## src/rtl/pgt_pkg.sv

```systemverilog
// Purpose: Constants and types for the power-good tree mask bank
// Assumes: 8-bit register port driven by the serial control engine
// Notes:   Mask bit 1 drops a source, 0 keeps it
package pgt_pkg;

  // ==========================================================
  // Register map
  localparam logic [7:0] ADDR_OUTPUT_B_PIN_RAIL_MASK  = 8'h00a9;
  localparam logic [7:0] ADDR_OUTPUT_C_MAIN_RAIL_MASK = 8'h00aa;
  localparam logic [7:0] ADDR_OUTPUT_C_PIN_RAIL_MASK  = 8'h00ab;

  // ==========================================================
  // Reset values
  localparam logic [7:0] RST_OUTPUT_B_PIN_RAIL_MASK  = 8'h002f;
  localparam logic [7:0] RST_OUTPUT_C_MAIN_RAIL_MASK = 8'h0000;
  localparam logic [7:0] RST_OUTPUT_C_PIN_RAIL_MASK  = 8'h0000;
  localparam logic [7:0] RDATA_UNMAPPED              = 8'h0000;

  // ==========================================================
  // Field positions, main rail group
  localparam int MAIN_AUX_REGULATOR_TWO = 7;
  localparam int MAIN_SWITCH_A          = 6;
  localparam int MAIN_STEPDOWN_RAIL_SIX = 5;
  localparam int MAIN_STEPDOWN_RAIL_ONE = 0;

  // Field positions, pin rail group
  localparam int PIN_CONTROL_PIN_FIVE      = 7;
  localparam int PIN_CONTROL_PIN_FOUR      = 6;
  localparam int PIN_CONTROL_PIN_TWO       = 5;
  localparam int PIN_CONTROL_PIN_ONE       = 4;
  localparam int PIN_TERMINATION_REGULATOR = 3;
  localparam int PIN_SWITCH_B_SECOND       = 2;
  localparam int PIN_SWITCH_B_FIRST        = 1;
  localparam int PIN_AUX_REGULATOR_THREE   = 0;

  // Control pin sync depth
  localparam int SYNC_STAGES = 3;
  localparam int NUM_CTRL_PINS = 4;

  // ==========================================================
  // Types
  typedef struct packed {
    logic [7:0] main_rails;
    logic [7:0] pin_rails;
  } pgt_src_t;

  typedef struct packed {
    logic [7:0] addr;
    logic       wr;
    logic       rd;
    logic [7:0] wdata;
  } pgt_req_t;

endpackage

```

## src/rtl/pgt_mask_bank.sv

```systemverilog
// Purpose: Mask registers and power-good trees for outputs b and c
// Assumes: Rail flags are on i_core_clk; control pins are async pins
// Notes:   Output b main rail mask lives outside and comes in as a port
`timescale 1ns/1ps

module pgt_mask_bank (
  // Clock and reset
  input  wire logic             i_core_clk,
  input  wire logic             i_reset_n,
  // Register port
  input  wire pgt_pkg::pgt_req_t i_req,
  output logic [7:0]            o_reg_rdata,
  output logic                  o_reg_rvalid,
  // Sources and external mask
  input  wire pgt_pkg::pgt_src_t i_src_good,
  input  wire logic [7:0]       i_output_b_main_mask,
  // Power-good outputs
  output logic                  o_output_b_power_good,
  output logic                  o_output_c_power_good
);

  // ==========================================================
  // Mask registers
  logic [7:0] output_b_pin_rail_mask_r;
  logic [7:0] output_c_main_rail_mask_r;
  logic [7:0] output_c_pin_rail_mask_r;

  always_ff @(posedge i_core_clk or negedge i_reset_n)
  begin
    if (!i_reset_n)
    begin
      output_b_pin_rail_mask_r  <= pgt_pkg::RST_OUTPUT_B_PIN_RAIL_MASK;
      output_c_main_rail_mask_r <= pgt_pkg::RST_OUTPUT_C_MAIN_RAIL_MASK;
      output_c_pin_rail_mask_r  <= pgt_pkg::RST_OUTPUT_C_PIN_RAIL_MASK;
    end
    else if (i_req.wr)
    begin
      if (i_req.addr == pgt_pkg::ADDR_OUTPUT_B_PIN_RAIL_MASK)
        output_b_pin_rail_mask_r <= i_req.wdata;
      else if (i_req.addr == pgt_pkg::ADDR_OUTPUT_C_MAIN_RAIL_MASK)
        output_c_main_rail_mask_r <= i_req.wdata;
      else if (i_req.addr == pgt_pkg::ADDR_OUTPUT_C_PIN_RAIL_MASK)
        output_c_pin_rail_mask_r <= i_req.wdata;
    end
  end

  // ==========================================================
  // Read port
  logic [7:0] rdata_nxt;

  always_comb
  begin
    if (i_req.addr == pgt_pkg::ADDR_OUTPUT_B_PIN_RAIL_MASK)
      rdata_nxt = output_b_pin_rail_mask_r;
    else if (i_req.addr == pgt_pkg::ADDR_OUTPUT_C_MAIN_RAIL_MASK)
      rdata_nxt = output_c_main_rail_mask_r;
    else if (i_req.addr == pgt_pkg::ADDR_OUTPUT_C_PIN_RAIL_MASK)
      rdata_nxt = output_c_pin_rail_mask_r;
    else
      rdata_nxt = pgt_pkg::RDATA_UNMAPPED;
  end

  always_ff @(posedge i_core_clk or negedge i_reset_n)
  begin
    if (!i_reset_n)
    begin
      o_reg_rdata  <= pgt_pkg::RDATA_UNMAPPED;
      o_reg_rvalid <= 1'b0;
    end
    else
    begin
      o_reg_rvalid <= i_req.rd;
      if (i_req.rd)
        o_reg_rdata <= rdata_nxt;
    end
  end

  // ==========================================================
  // Control pin synchronisers, change taken when stages 2 and 3 agree
  logic [3:0] pin_raw;
  logic [3:0] pin_filt_r;

  assign pin_raw = {i_src_good.pin_rails[pgt_pkg::PIN_CONTROL_PIN_FIVE],
                    i_src_good.pin_rails[pgt_pkg::PIN_CONTROL_PIN_FOUR],
                    i_src_good.pin_rails[pgt_pkg::PIN_CONTROL_PIN_TWO],
                    i_src_good.pin_rails[pgt_pkg::PIN_CONTROL_PIN_ONE]};

  genvar g;
  generate
    for (g = 0; g < pgt_pkg::NUM_CTRL_PINS; g++)
    begin : g_pin_sync
      logic [pgt_pkg::SYNC_STAGES-1:0] sync_r;

      always_ff @(posedge i_core_clk or negedge i_reset_n)
      begin
        if (!i_reset_n)
        begin
          sync_r        <= '0;
          pin_filt_r[g] <= 1'b0;
        end
        else
        begin
          sync_r <= {sync_r[1:0], pin_raw[g]};
          if (sync_r[1] == sync_r[2])
            pin_filt_r[g] <= sync_r[2];
        end
      end
    end
  endgenerate

  // ==========================================================
  // Power-good trees
  logic [7:0] pin_group;

  assign pin_group = {pin_filt_r,
                      i_src_good.pin_rails[pgt_pkg::PIN_TERMINATION_REGULATOR:
                                           pgt_pkg::PIN_AUX_REGULATOR_THREE]};

  always_ff @(posedge i_core_clk or negedge i_reset_n)
  begin
    if (!i_reset_n)
    begin
      o_output_b_power_good <= 1'b0;
      o_output_c_power_good <= 1'b0;
    end
    else
    begin
      o_output_b_power_good <=
        &(i_src_good.main_rails | i_output_b_main_mask) &
        &(pin_group | output_b_pin_rail_mask_r);
      o_output_c_power_good <=
        &(i_src_good.main_rails | output_c_main_rail_mask_r) &
        &(pin_group | output_c_pin_rail_mask_r);
    end
  end

endmodule

```

## config.mk

```make
export PLATFORM = sky130hd
export DESIGN_NAME = pgt_mask_bank
export DESIGN_NICKNAME = d
export VERILOG_FILES = /design/src/rtl/pgt_pkg.sv /design/src/rtl/pgt_mask_bank.sv
export SDC_FILE = /design/constraint.sdc
export NUM_CORES = 1
export LEC_CHECK = 0
export BUFFER_PORTS_ARGS = -buffer_cell sky130_fd_sc_hd__buf_2
export CAP_MARGIN = 5
export CORE_MARGIN = 1
export CORE_UTILIZATION = 35
export DETAILED_ROUTE_END_ITERATION = 7
export GPL_ROUTABILITY_DRIVEN = 0
export GPL_TIMING_DRIVEN = 0
export PLACE_DENSITY = 0.54
export SYNTH_ARGS = -nofsm -noshare
export SYNTH_HDL_FRONTEND = slang
export SYNTH_SLANG_ARGS = --single-unit
```

## constraint.sdc

```tcl
create_clock -name i_core_clk -period 2.3 [get_ports i_core_clk]
set_input_delay 0.115 -clock i_core_clk [delete_from_list [all_inputs] [get_ports i_core_clk]]
set_output_delay 0.115 -clock i_core_clk [all_outputs]
set_load 0.03 [all_outputs]
```

Word-level counts from Yosys, hierarchy flattened
Cells that the tools add are included.
{"block": "totals", "in_bits": 44, "word_cells": 40, "reg_bits": 51}
{"block": "op_classes", "n_eq_ne": 7, "reduce_logical": 7, "n_bitwise": 8, "mux": 3}
{"operator": "8-bit bitwise OR", "count": 4}
{"operator": "8-bit AND reduction", "count": 4}
{"operator": "8-bit equality test, second input constant", "count": 3}
{"operator": "8-bit 2-to-1 mux", "count": 3}
{"operator": "1-bit equality test", "count": 4}
{"operator": "4-bit AND reduction", "count": 1}
{"operator": "3-bit AND reduction", "count": 1}
{"operator": "1-bit AND", "count": 2}
{"operator": "1-bit NOT", "count": 2}
{"operator": "2-bit AND reduction", "count": 1}

Logic depth before layout (Yosys ltp)
Gate-level depths: netlist (run 1).
{"block": "logic_depth", "depth_word": 4, "depth_mapped": 4}

Worst setup path before layout (run 1)
No wires, ideal clock.
{"block": "synth_path", "kind": "input to register", "startpoint": "in i_req[16] (netlist name)", "endpoint": "reg output_c_main_rail_mask_r[0]", "stages": 3, "setup_slack_ps": 1124, "setup_time_ps": 125, "path_buffers": 0, "arrival_ps": 1051, "path_cell_list": "nand4bb_4 nor3_4 mux2_2"}
{"block": "synth_via", "elab_chain_len": 3, "elab_cells_between_ends": 4}
{"element": "start: declaration", "line_no": "pgt_mask_bank.sv:11", "source": "input wire pgt_pkg::pgt_req_t i_req,"}
{"element": "8-bit equality test", "line_no": "pgt_mask_bank.sv:38", "source": "if (i_req.addr == pgt_pkg::ADDR_OUTPUT_B_PIN_RAIL_MASK)"}
{"element": "1-bit NOT (no line)"}
{"element": "3-bit AND reduction (no line) *"}
{"element": "end signal: assignment", "line_no": "pgt_mask_bank.sv:33", "source": "output_c_main_rail_mask_r <= pgt_pkg::RST_OUTPUT_C_MAIN_RAIL_MASK;"}
{"element": "end signal: assignment", "line_no": "pgt_mask_bank.sv:41", "source": "output_c_main_rail_mask_r <= i_req.wdata;"}
{"element": "end: declaration", "line_no": "pgt_mask_bank.sv:25", "source": "logic [7:0] output_c_main_rail_mask_r;"}
Every way passes the cells marked *; elsewhere a longest branch is shown, timed or not.
A chain may end at the register's enable or synchronous reset.

==> results of run 1 <==
## what timing repair did
action	CTS	global route
hold buffers	5	0
buffers inserted	0	0
hold endpoints to repair	5	0
## synth_stat cells (all sizes together)
cell type and n:
a22oi 8, and4 2, and4bb 1, buf 2
clkbuf 2, dfrtp 46, dfstp 5, inv 8
maj3 4, mux2 32, nand2b 1, nand3 2
nand3b 1, nand4 1, nand4bb 1, nor2 8
nor2b 2, nor3 2, o22ai 24
## per-stage QoR
step           setup WS [ns]  util, %  hold WS, ns  std cells  power [W]
3_3_place_gp           0.778     42.5        0.223        281    0.00115
4_1_cts                0.842     45.0       0.0613        294    0.00172
6_report               0.831     45.0       0.0220        294    0.00169
5_1_grt                0.696     45.0       0.0707        294    0.00177
3_5_place_dp           0.778     42.5        0.225        281    0.00115
2_1_floorplan           1.12        -       -0.181        152    0.00106
## flip-flops by register name, indices dropped and copies added, names as in the netlist
name,count
o_output_c_power_good,1
output_c_main_rail_mask_r,8
o_reg_rvalid,1
o_reg_rdata,8
g_pin_sync.sync_r,12
o_output_b_power_good,1
output_b_pin_rail_mask_r,8
pin_filt_r,4
output_c_pin_rail_mask_r,8
## worst max-delay path: stages
cell and delay, ns:
dlygate4sd3_1 0.52, buf_2 0.11, clkbuf_1 0.34, nand3_1 0.37, o22ai_1 0.24
## per-layer routing
layer | track usage (%) | part of all wire, % | vias up
met2 | 26.9 | 48 | 51
met4 | 4.29 | 1.0 | 0
met3 | 3.52 | 5.5 | 7
met5 | 0 | 0 | -
met1 | 21.5 | 46 | 724
li1 | - | - | 697
## how the worst max path moves through the flow
| stage | endpoint | slack (ns) |
|---|---|---|
| final | o_reg_rdata[1]$_DFFE_PN0P_ | 0.83 |
| after global routing | o_reg_rdata[1]$_DFFE_PN0P_ | 0.70 |
| after CTS | o_reg_rdata[1]$_DFFE_PN0P_ | 0.84 |
| after detailed placement | output_c_pin_rail_mask_r[5]$_DFFE_PN0P_ | 0.78 |
| after global placement | output_c_pin_rail_mask_r[2]$_DFFE_PN0P_ | 0.78 |
| after floorplan | output_c_main_rail_mask_r[0]$_DFFE_PN0P_ | 1.12 |
## area by class of cell
class	instances	area (um^2)	area share, %
multi-input combinational	89	808	30.3
sequential	51	1280	48.1
inverter	8	30.0	1.13
tap	75	93.8	3.52
clock buffer	8	100	3.76
buffer	4	30.0	1.13
timing repair buffer	59	320	12.0
## power by group through the flow
stage                     Sequential (W)  Clock [W]  Combinational (W)
final                           0.000965   0.000553           0.000171
after global routing            0.000971   0.000608           0.000188
after CTS                       0.000966   0.000576           0.000175
after detailed placement        0.000983          0           0.000168
after global placement          0.000982          0           0.000166
after floorplan                 0.000976          0          0.0000800
## cells by family (layout without fill, tap and decap cells)
family	count (synthesis)	count (layout)	share of synthesized area [%]
AOI/OAI and AO/OA	32	32	9.77
adders and majority gates	4	4	1.86
muxes	32	32	16.8
and+or+nand+nor	21	21	9.19
buffers and inverters	12	79	2.79
DFF	51	51	59.6
==> results_dict.tcl, run 1 <==
set metrics [dict create \
    clk_latency_ns 0.30 \
    worstReg2RegStart "output_c_pin_rail_mask_r[2]$_DFFE_PN0P_" \
    r2r-end "o_reg_rdata[2]$_DFFE_PN0P_" \
    synth.area.top_cells "dfrtp_1, mux2_2, o22ai_1, dfstp_2, a22oi_1" \
    antenna-diode-count 0 \
    drive_gt1_share_pct 49.8 \
    finalSetupViolCount 0 \
    syn_area_mm2 0.00215 \
    cts.sinks 51 \
    synth_seq_cells 51 \
    max_slew.worst_pin.slew_ns 1.11 \
    reg2regPathDepth 3 \
    max_freq_mhz 681 \
    cts_resized 0 \
    syn2layout_area_growth_pct 23.9 \
    timing.final.hold_violations 0 \
    core_area_mm2 0.00592 \
    hp-class "input port to async pin" \
    drtPass1Iterations 4 \
    cts.clk_slew.worst_paths_ns 0.09 \
    grt_use_total_pct 16.2 \
    design_area_mm2 0.00267 \
    syn_nets 196 \
    viasPerCell 5.03 \
    seq_area_frac_synth_pct 59.6 \
    post-dp-hpwl_mm 3.49 \
    start_kind "input port" \
    nFillCells 557 \
    switchingPower_w 0.000391 \
    grt_pass1_vias 1498 \
    synth_top_area_cell "dfrtp_1" \
    grt_first_pass_wirelength_mm 7.64 \
    yosysWarnings 0 \
    cp-startpoint "i_req[8]" \
    grt_max_degree 52 \
    critPathKind "input port to register" \
    vdd_drop_max_uv 262 \
    slew_headroom_pct 25.9 \
    start_util_pct 36.3 \
    synth_cell_types 23 \
    period_minus_slack_ns 1.47 \
    drv_cap 0 \
    mostFrequentLayoutCells "buf_2, dfrtp_1, mux2_2, o22ai_1" \
    status "complete, no violations" \
    combPwrFrac_pct 10.1 \
    seq_power_share_pct 57.1 \
    numPortBuffers 54 \
    cts_buffers 5 \
    cts_tree "done" \
    synth_top_area_share_pct 53.5 \
    design.portCount 55 \
    cts.htree.levels 2 \
    ant_nets 0 \
    die_w_um 80.4 \
    grt_overflow 0 \
    antenna_found_initial 0 \
    internal-power_w 0.00130 \
    arrival_ns 1.69 \
    p_leak_nw 1.27 \
    endpoint_kind "register" \
    root_buffer "clkbuf_8" \
    final_common_cell "buf_2" \
    p_clk_share_pct 32.7 \
    period_share_pct 63.9 \
    rsz0062_at_grt "no" \
    cp_max_fo 9 \
    placed_cell_area_mm2 0.00251 \
    nets 262 \
    crit_required_ns 2.52 \
    drt-total-wl_mm 4.82 \
    slew_viol_final 0 \
    vias 1479 \
    first_iter_violations 45 \
    die_h_um 80.4 \
    powerDensity_mw_per_mm2 634 \
    sw_frac_of_total_pct 23.1 \
    routedWlPerCell_um 16.4 \
    std_cell_rows 28 \
    r2r_slack_ns 1.18 \
    dieArea_mm2 0.00646 \
    skew_ns 0.00557 \
    setup_tns_ns 0 \
    syn_avg_cell_area_um2 14.2 \
    synth_cells 152 \
    drc 0 \
    clk_path_buf_depth 2 \
]
(Power assumes the default switching activity.)
==> inputs of run 2 (changes only) <==
Settings changed: ABC_AREA set to 1, PLACE_DENSITY 0.54 to 0.53.
Clock period 2.3 ns to 1.45 ns, I/O delays scaled along.
==> run 2 against run 1 <==
  * The flow now finishes with violations (negative hold slack)
  * Area after synthesis increased by 5.2%
  * Critical endpoint is now o_reg_rdata[7]$_DFFE_PN0P_
  * Clock-buffer cell count decreased by 3
  * Via count increased by 21%
  * Global-route usage increased by 0.40 points
  * Critical path depth increased by 1
  * Cell area increased by 7.8%
  * Worst hold slack got worse by 0.047 ns
  * Wire length increased by 2.7%
  * Setup slack got worse by 0.56 ns
==> results_dict.tcl, run 2 <==
set metrics [dict create \
    cts_resized 0 \
    endpoint "o_reg_rdata[7]$_DFFE_PN0P_" \
    cts.clk_slew.worst_paths_ns 0.09 \
    post-dp-hpwl_mm 3.70 \
    stdcell_count 385 \
    syn_area_mm2 0.00226 \
    rsz0062_at_grt "no" \
    start_kind "input port" \
    largest_reg_flops 12 \
    seq_area_frac_synth_pct 56.7 \
    violations "negative hold slack" \
    setup_slack_ns 0.274 \
    max_freq_mhz 850 \
    slew_viol_final 0 \
    cts_buffers 5 \
    die_h_um 82.4 \
    cts.sinks 51 \
    syn2layout_area_growth_pct 27.0 \
    ant_nets 0 \
    drv_cap 0 \
    max_stage_delay_ns 0.51 \
    routedWlPerCell_um 12.8 \
    cp-startpoint "i_req[8]" \
    grt_use_total_pct 16.6 \
    nets 353 \
    grt_pass1_vias 1753 \
    yosysWarnings 0 \
    design.portCount 55 \
    grt_max_degree 52 \
    synth_seq_cells 51 \
    syn_avg_cell_area_um2 9.63 \
    period_share_pct 81.1 \
    synth-main-ff-cell "dfrtp_1" \
    crit_chain "dlygate4sd3_1 -> buf_2 -> clkbuf_1 -> inv_1 -> nand2_1 -> nand2_1" \
    cts.htree.levels 2 \
    mostFrequentLayoutCells "buf_2, nand2_1, dfrtp_1, nand3_1, inv_1" \
    core_area_mm2 0.00606 \
    synth.most_common_cell "nand2_1" \
    r2r-end "o_output_b_power_good$_DFF_PN0_" \
    setup_tns_ns 0 \
    design_area_mm2 0.00287 \
    final_common_cell "buf_2" \
    cts_tree "done" \
    cts_post_setup_buffers_inserted 0 \
    synth_cell_types 23 \
    powerDensity_mw_per_mm2 990 \
    p_leak_nw 1.45 \
    synth_edf_count 0 \
    drc 0 \
    hp-class "input port to async pin" \
    timing.final.hold_violations 38 \
    cpMaxStageDelayCell "dlygate4sd3_1" \
    std_cell_rows 28 \
    synth_top_area_cell "dfrtp_1" \
    crit_top_cell "nand2_1" \
    antenna-diode-count 0 \
    die_w_um 82.4 \
    viasPerCell 4.66 \
    cp_max_fo 9 \
    synth.area.top_cells "dfrtp_1, nand2_1, nand3_1, dfstp_2, o21ai_2" \
    worstReg2RegStart "output_b_pin_rail_mask_r[2]$_DFFE_PN1P_" \
    grt_overflow 0 \
    endpoint_kind "register" \
    holdBufCountCts 13 \
    start_util_pct 37.3 \
    grt_first_pass_wirelength_mm 8.28 \
    finalSetupViolCount 0 \
    status "finished with violations" \
    critPathKind "input port to register" \
    slew_headroom_pct 24.5 \
    crit_family "buffers and inverters" \
    finalPower_w 0.00285 \
    vias 1795 \
    drive_gt1_share_pct 30.6 \
    r2r_slack_ns 0.29 \
    synth_top_area_share_pct 50.9 \
    crit_cells 6 \
    ys_async_sr_fraction_pct 100 \
    reg2regPathDepth 5 \
    placed_cell_area_mm2 0.00263 \
    synth_commonest_cells "nand2_1, dfrtp_1, nand3_1" \
    dieArea_mm2 0.00679 \
    drtPass1Iterations 5 \
    vdd_drop_max_uv 563 \
    clk_path_buf_depth 2 \
    synth_cells 235 \
    critPathBufInv 4 \
    crit_required_ns 1.65 \
    period_minus_slack_ns 1.18 \
    first_iter_violations 114 \
    place_ws_ns 0.205 \
    regMostFlops "g_pin_sync.sync_r" \
    numPortBuffers 54 \
    syn_nets 279 \
    drt-total-wl_mm 4.95 \
    skew_ns 0.00457 \
    root_buffer "clkbuf_8" \
    holdWs_ns -0.0255 \
    place_inst 364 \
    arrival_ns 1.38 \
    max_slew.worst_pin.slew_ns 1.13 \
    antenna_found_initial 0 \
    clk_latency_ns 0.31 \
]
==> run 2: changes by cell type after synthesis, moves of 10 or more <==
| cell | before | now |
|---|---|---|
| nand2_1 | 0 | 53 |
| mux2_2 | 32 | 0 |
| nand3_1 | 1 | 32 |
| o21ai_0 | 0 | 15 |
| inv_1 | 8 | 22 |
| o22ai_1 | 24 | 12 |
| o21ai_2 | 0 | 10 |
==> run 2: area by class of cell <==
type,instances,area (um^2)
inverters,22,82.6
flip-flops and latches,51,1280
well taps,75,93.8
clock buffers,5,68.8
fillers,613,3190
repair buffers,67,400
plain buffers,7,67.6
multi-input cells,155,831
clock inverters,3,47.5
==> run 2: worst register-to-register path, cell delays in order (launching register included) <==
cell and delay, ns:
dfstp_2 0.55, or2_2 0.10, o21ai_0 0.06, nor3_1 0.18
nand2_1 0.12, nor2_1 0.09
==> run 2: how the worst min path moves through the flow <==
stage | endpoint | from | slack, ns | cells after the start
floorplan | g_pin_sync[0].sync_r[0]$_DFF_PN0_ | i_reset_n | -0.22 | 0
global placement | g_pin_sync[0].sync_r[0]$_DFF_PN0_ | i_src_good[4] | 0.18 | 1
detailed placement | g_pin_sync[2].sync_r[0]$_DFF_PN0_ | i_src_good[6] | 0.18 | 1
CTS | pin_filt_r[2]$_DFFE_PN0N_ | i_reset_n | 0.02 | 1
global route | output_c_pin_rail_mask_r[1]$_DFFE_PN0P_ | i_reset_n | 0.08 | 1
finish | output_c_pin_rail_mask_r[1]$_DFFE_PN0P_ | i_reset_n | -0.03 | 1
==> run 2: logic make-up (layout without fill, tap and decap cells) <==
kind of cell	Yosys count	count (layout)	synth area share, %
adder cells (fa/ha/maj)	4	4	1.77
buffers and inverters	29	104	6.63
AO/OA/AOI/OAI	37	37	10.5
AND/OR/NAND/NOR	114	114	24.4
flip-flops	51	51	56.7
==> run 2: routing by layer <==
| layer | GRT usage (%) | share of wire, % | up-vias |
|---|---|---|---|
| li1 | - | - | 924 |
| met1 | 22.7 | 49 | 814 |
| met2 | 26.3 | 44 | 50 |
| met3 | 3.30 | 5.3 | 7 |
| met4 | 5.79 | 1.3 | 0 |
| met5 | 0 | 0 | - |
==> run 2: stage by stage <==
step | utilization (%) | hold WS, ns
after floorplan | - | -0.223
after global routing | 47.4 | 0.0838
after detailed placement | 43.4 | 0.182
after CTS | 47.4 | 0.0248
final | 47.4 | -0.0255
after global placement | 43.4 | 0.180
==> run 2: power breakdown <==
part | internal [W] | switching (W) | total [W]
Sequential | 0.00150 | 0.0000530 | 0.00155
Clock | 0.000523 | 0.000490 | 0.00101
Combinational | 0.000130 | 0.000154 | 0.000284
==> inputs of run 3 (changes only) <==
Settings changed: PLACE_DENSITY 0.53 to 0.55.
Clock period 1.45 ns to 0.9 ns, I/O delays scaled along.
==> run 3 against run 2 <==
  * The run ends with negative hold slack, negative setup slack left
  * Clock skew is 0.0049 ns higher
  * Core utilization is 5.1 points higher
  * Combinational power is 93% higher
  * Setup slack worse by 0.49 ns
  * Cell area is 11% higher
  * Sequential power is 61% higher
  * Die area stayed put
  * Non-clock buffer count is 15 higher
  * Worst hold slack worse by 0.023 ns
  * Sequential share of layout area is 4.3 points lower
  * First-iteration DRC count is 36% lower
  * Clock power is 39% higher
  * Largest power group unchanged
==> results_dict.tcl, run 3 (synthesis results as in run 2) <==
set metrics [dict create \
    cts.sinks 51 \
    core_area_mm2 0.00606 \
    max_slew.worst_pin.slew_ns 1.13 \
    viasPerCell 4.82 \
    cts_tree "done" \
    dieArea_mm2 0.00679 \
    vias 1927 \
    syn2layout_area_growth_pct 40.6 \
    multi_input_area_um2 950 \
    p_leak_nw 1.57 \
    crit_required_ns 1.14 \
    timing.final.hold_violations 46 \
    holdWs_ns -0.0484 \
    drv_cap 0 \
    drc 0 \
    start_util_pct 37.3 \
    slew_viol_final 0 \
    period_share_pct 124 \
    clk_path_buf_depth 2 \
    cp_max_fo 2 \
    grt_first_pass_wirelength_mm 8.60 \
    routedWlPerCell_um 13.4 \
    design.portCount 55 \
    crit_chain "or2_4 -> o21ai_2 -> nor3_2 -> nand2_1 -> nor2_1" \
    max_stage_delay_ns 0.54 \
    seqCellArea_mm2 0.00128 \
    finish.utilization_pct 52.5 \
    slew_headroom_pct 24.5 \
    finalSetupViolCount 5 \
    rsz0062_at_grt "yes" \
    drtPass1Iterations 4 \
    start_kind "register" \
    die_w_um 82.4 \
    r2r_slack_ns -0.21 \
    final_common_cell "nand2_1" \
    reg2regPathDepth 5 \
    regMostFlops "g_pin_sync.sync_r" \
    nFillCells 601 \
    cts.htree.levels 2 \
    antenna_found_initial 0 \
    numPortBuffers 54 \
    grt_overflow 0 \
    powerDensity_mw_per_mm2 1400 \
    grt_pass1_vias 1774 \
    stdcell_count 400 \
    drt-total-wl_mm 5.38 \
    worstReg2RegStart "output_b_pin_rail_mask_r[2]$_DFFE_PN1P_" \
    first_iter_violations 73 \
    drive_gt1_share_pct 41.8 \
    r2r-end "o_output_b_power_good$_DFF_PN0_" \
    root_buffer "clkbuf_8" \
    critPathKind "register to register" \
    antenna-diode-count 0 \
    ant_nets 0 \
    violations "negative hold slack, negative setup slack" \
    grt_max_degree 52 \
    post-dp-hpwl_mm 3.73 \
    critPathBufInv 0 \
    finalPower_w 0.00445 \
    die_h_um 82.4 \
    clk_latency_ns 0.30 \
    status "finished with violations" \
    place_inst 364 \
    grt_use_total_pct 17.3 \
    largest_reg_flops 12 \
    hp-class "input port to async pin" \
    endpoint_kind "register" \
    crit_family "flip-flops" \
    cts.clk_slew.worst_paths_ns 0.10 \
    cts_buffers 5 \
    std_cell_rows 28 \
    skew_ns 0.00951 \
    setup_slack_ns -0.213 \
    mostFrequentLayoutCells "nand2_1, dfrtp_1, buf_2, nand3_1, inv_1" \
    arrival_ns 1.35 \
    nets 368 \
    period_minus_slack_ns 1.11 \
    cpMaxStageDelayCell "dfstp_2" \
    vdd_drop_max_uv 1190 \
    max_freq_mhz 898 \
]
-- run 3: routing by layer --
| metal | global-route usage [%] | wire length [um] |
|---|---|---|
| met3 | 3.30 | 301 |
| met2 | 27.4 | 2430 |
| met4 | 4.74 | 51 |
| met1 | 24.0 | 2600 |
| met5 | 0 | 0 |
-- run 3: metrics by stage --
| step | TNS, ns | worst slack [ns] | instance area, um^2 |
|---|---|---|---|
| after floorplan | -0.126 | -0.0847 | 2300 |
| after global routing | -1.12 | -0.295 | 3180 |
| final | -0.523 | -0.213 | 3180 |
| after CTS | -0.631 | -0.215 | 3010 |
| after detailed placement | -16.47 | -0.349 | 2660 |
| after global placement | -16.15 | -0.342 | 2660 |
-- run 3: cell type report --
class                   count  share of cell area (%)
inverters                  22                    3.11
clock inverters             2                   0.511
clock buffers               6                    2.60
multi-input cells         155                    29.8
repair buffers             82                    18.4
plain buffers               7                    2.28
flip-flops and latches     51                    40.3
well taps                  75                    2.95
-- run 3: worst reg2reg max path, cell delays in order (launching register included) --
cell	delay, ns
dfstp_2	0.54
or2_4	0.11
o21ai_2	0.05
nor3_2	0.14
nand2_1	0.10
nor2_1	0.11
-- run 3: what timing repair did --
action / in CTS / in global routing
gates resized for setup: 21 / 33
hold buffers: 13 / 0
setup endpoints to repair: 24 / 36
endpoints found under the hold margin: 17 / 0
setup buffers: 6 / 9
pin swaps: 5 / 20
-- run 3: worst max-delay path by stage --
stage,cells past startpoint,slack [ns],start,to
after floorplan,5,-0.08,output_b_pin_rail_mask_r[2]$_DFFE_PN1P_,o_output_b_power_good$_DFF_PN0_
after global placement,8,-0.34,i_req[12],output_c_pin_rail_mask_r[3]$_DFFE_PN0P_
after detailed placement,8,-0.35,i_req[12],output_c_pin_rail_mask_r[3]$_DFFE_PN0P_
after CTS,5,-0.22,output_b_pin_rail_mask_r[2]$_DFFE_PN1P_,o_output_b_power_good$_DFF_PN0_
after global routing,5,-0.30,output_b_pin_rail_mask_r[2]$_DFFE_PN1P_,o_output_b_power_good$_DFF_PN0_
final,5,-0.21,output_b_pin_rail_mask_r[2]$_DFFE_PN1P_,o_output_b_power_good$_DFF_PN0_
-- run 3: power by group --
part	total, W	internal, W	switching [W]
clock	0.00140	0.000629	0.000774
sequential	0.00250	0.00241	0.0000912
combinational	0.000549	0.000259	0.000290
total	0.00445	0.00330	0.00116
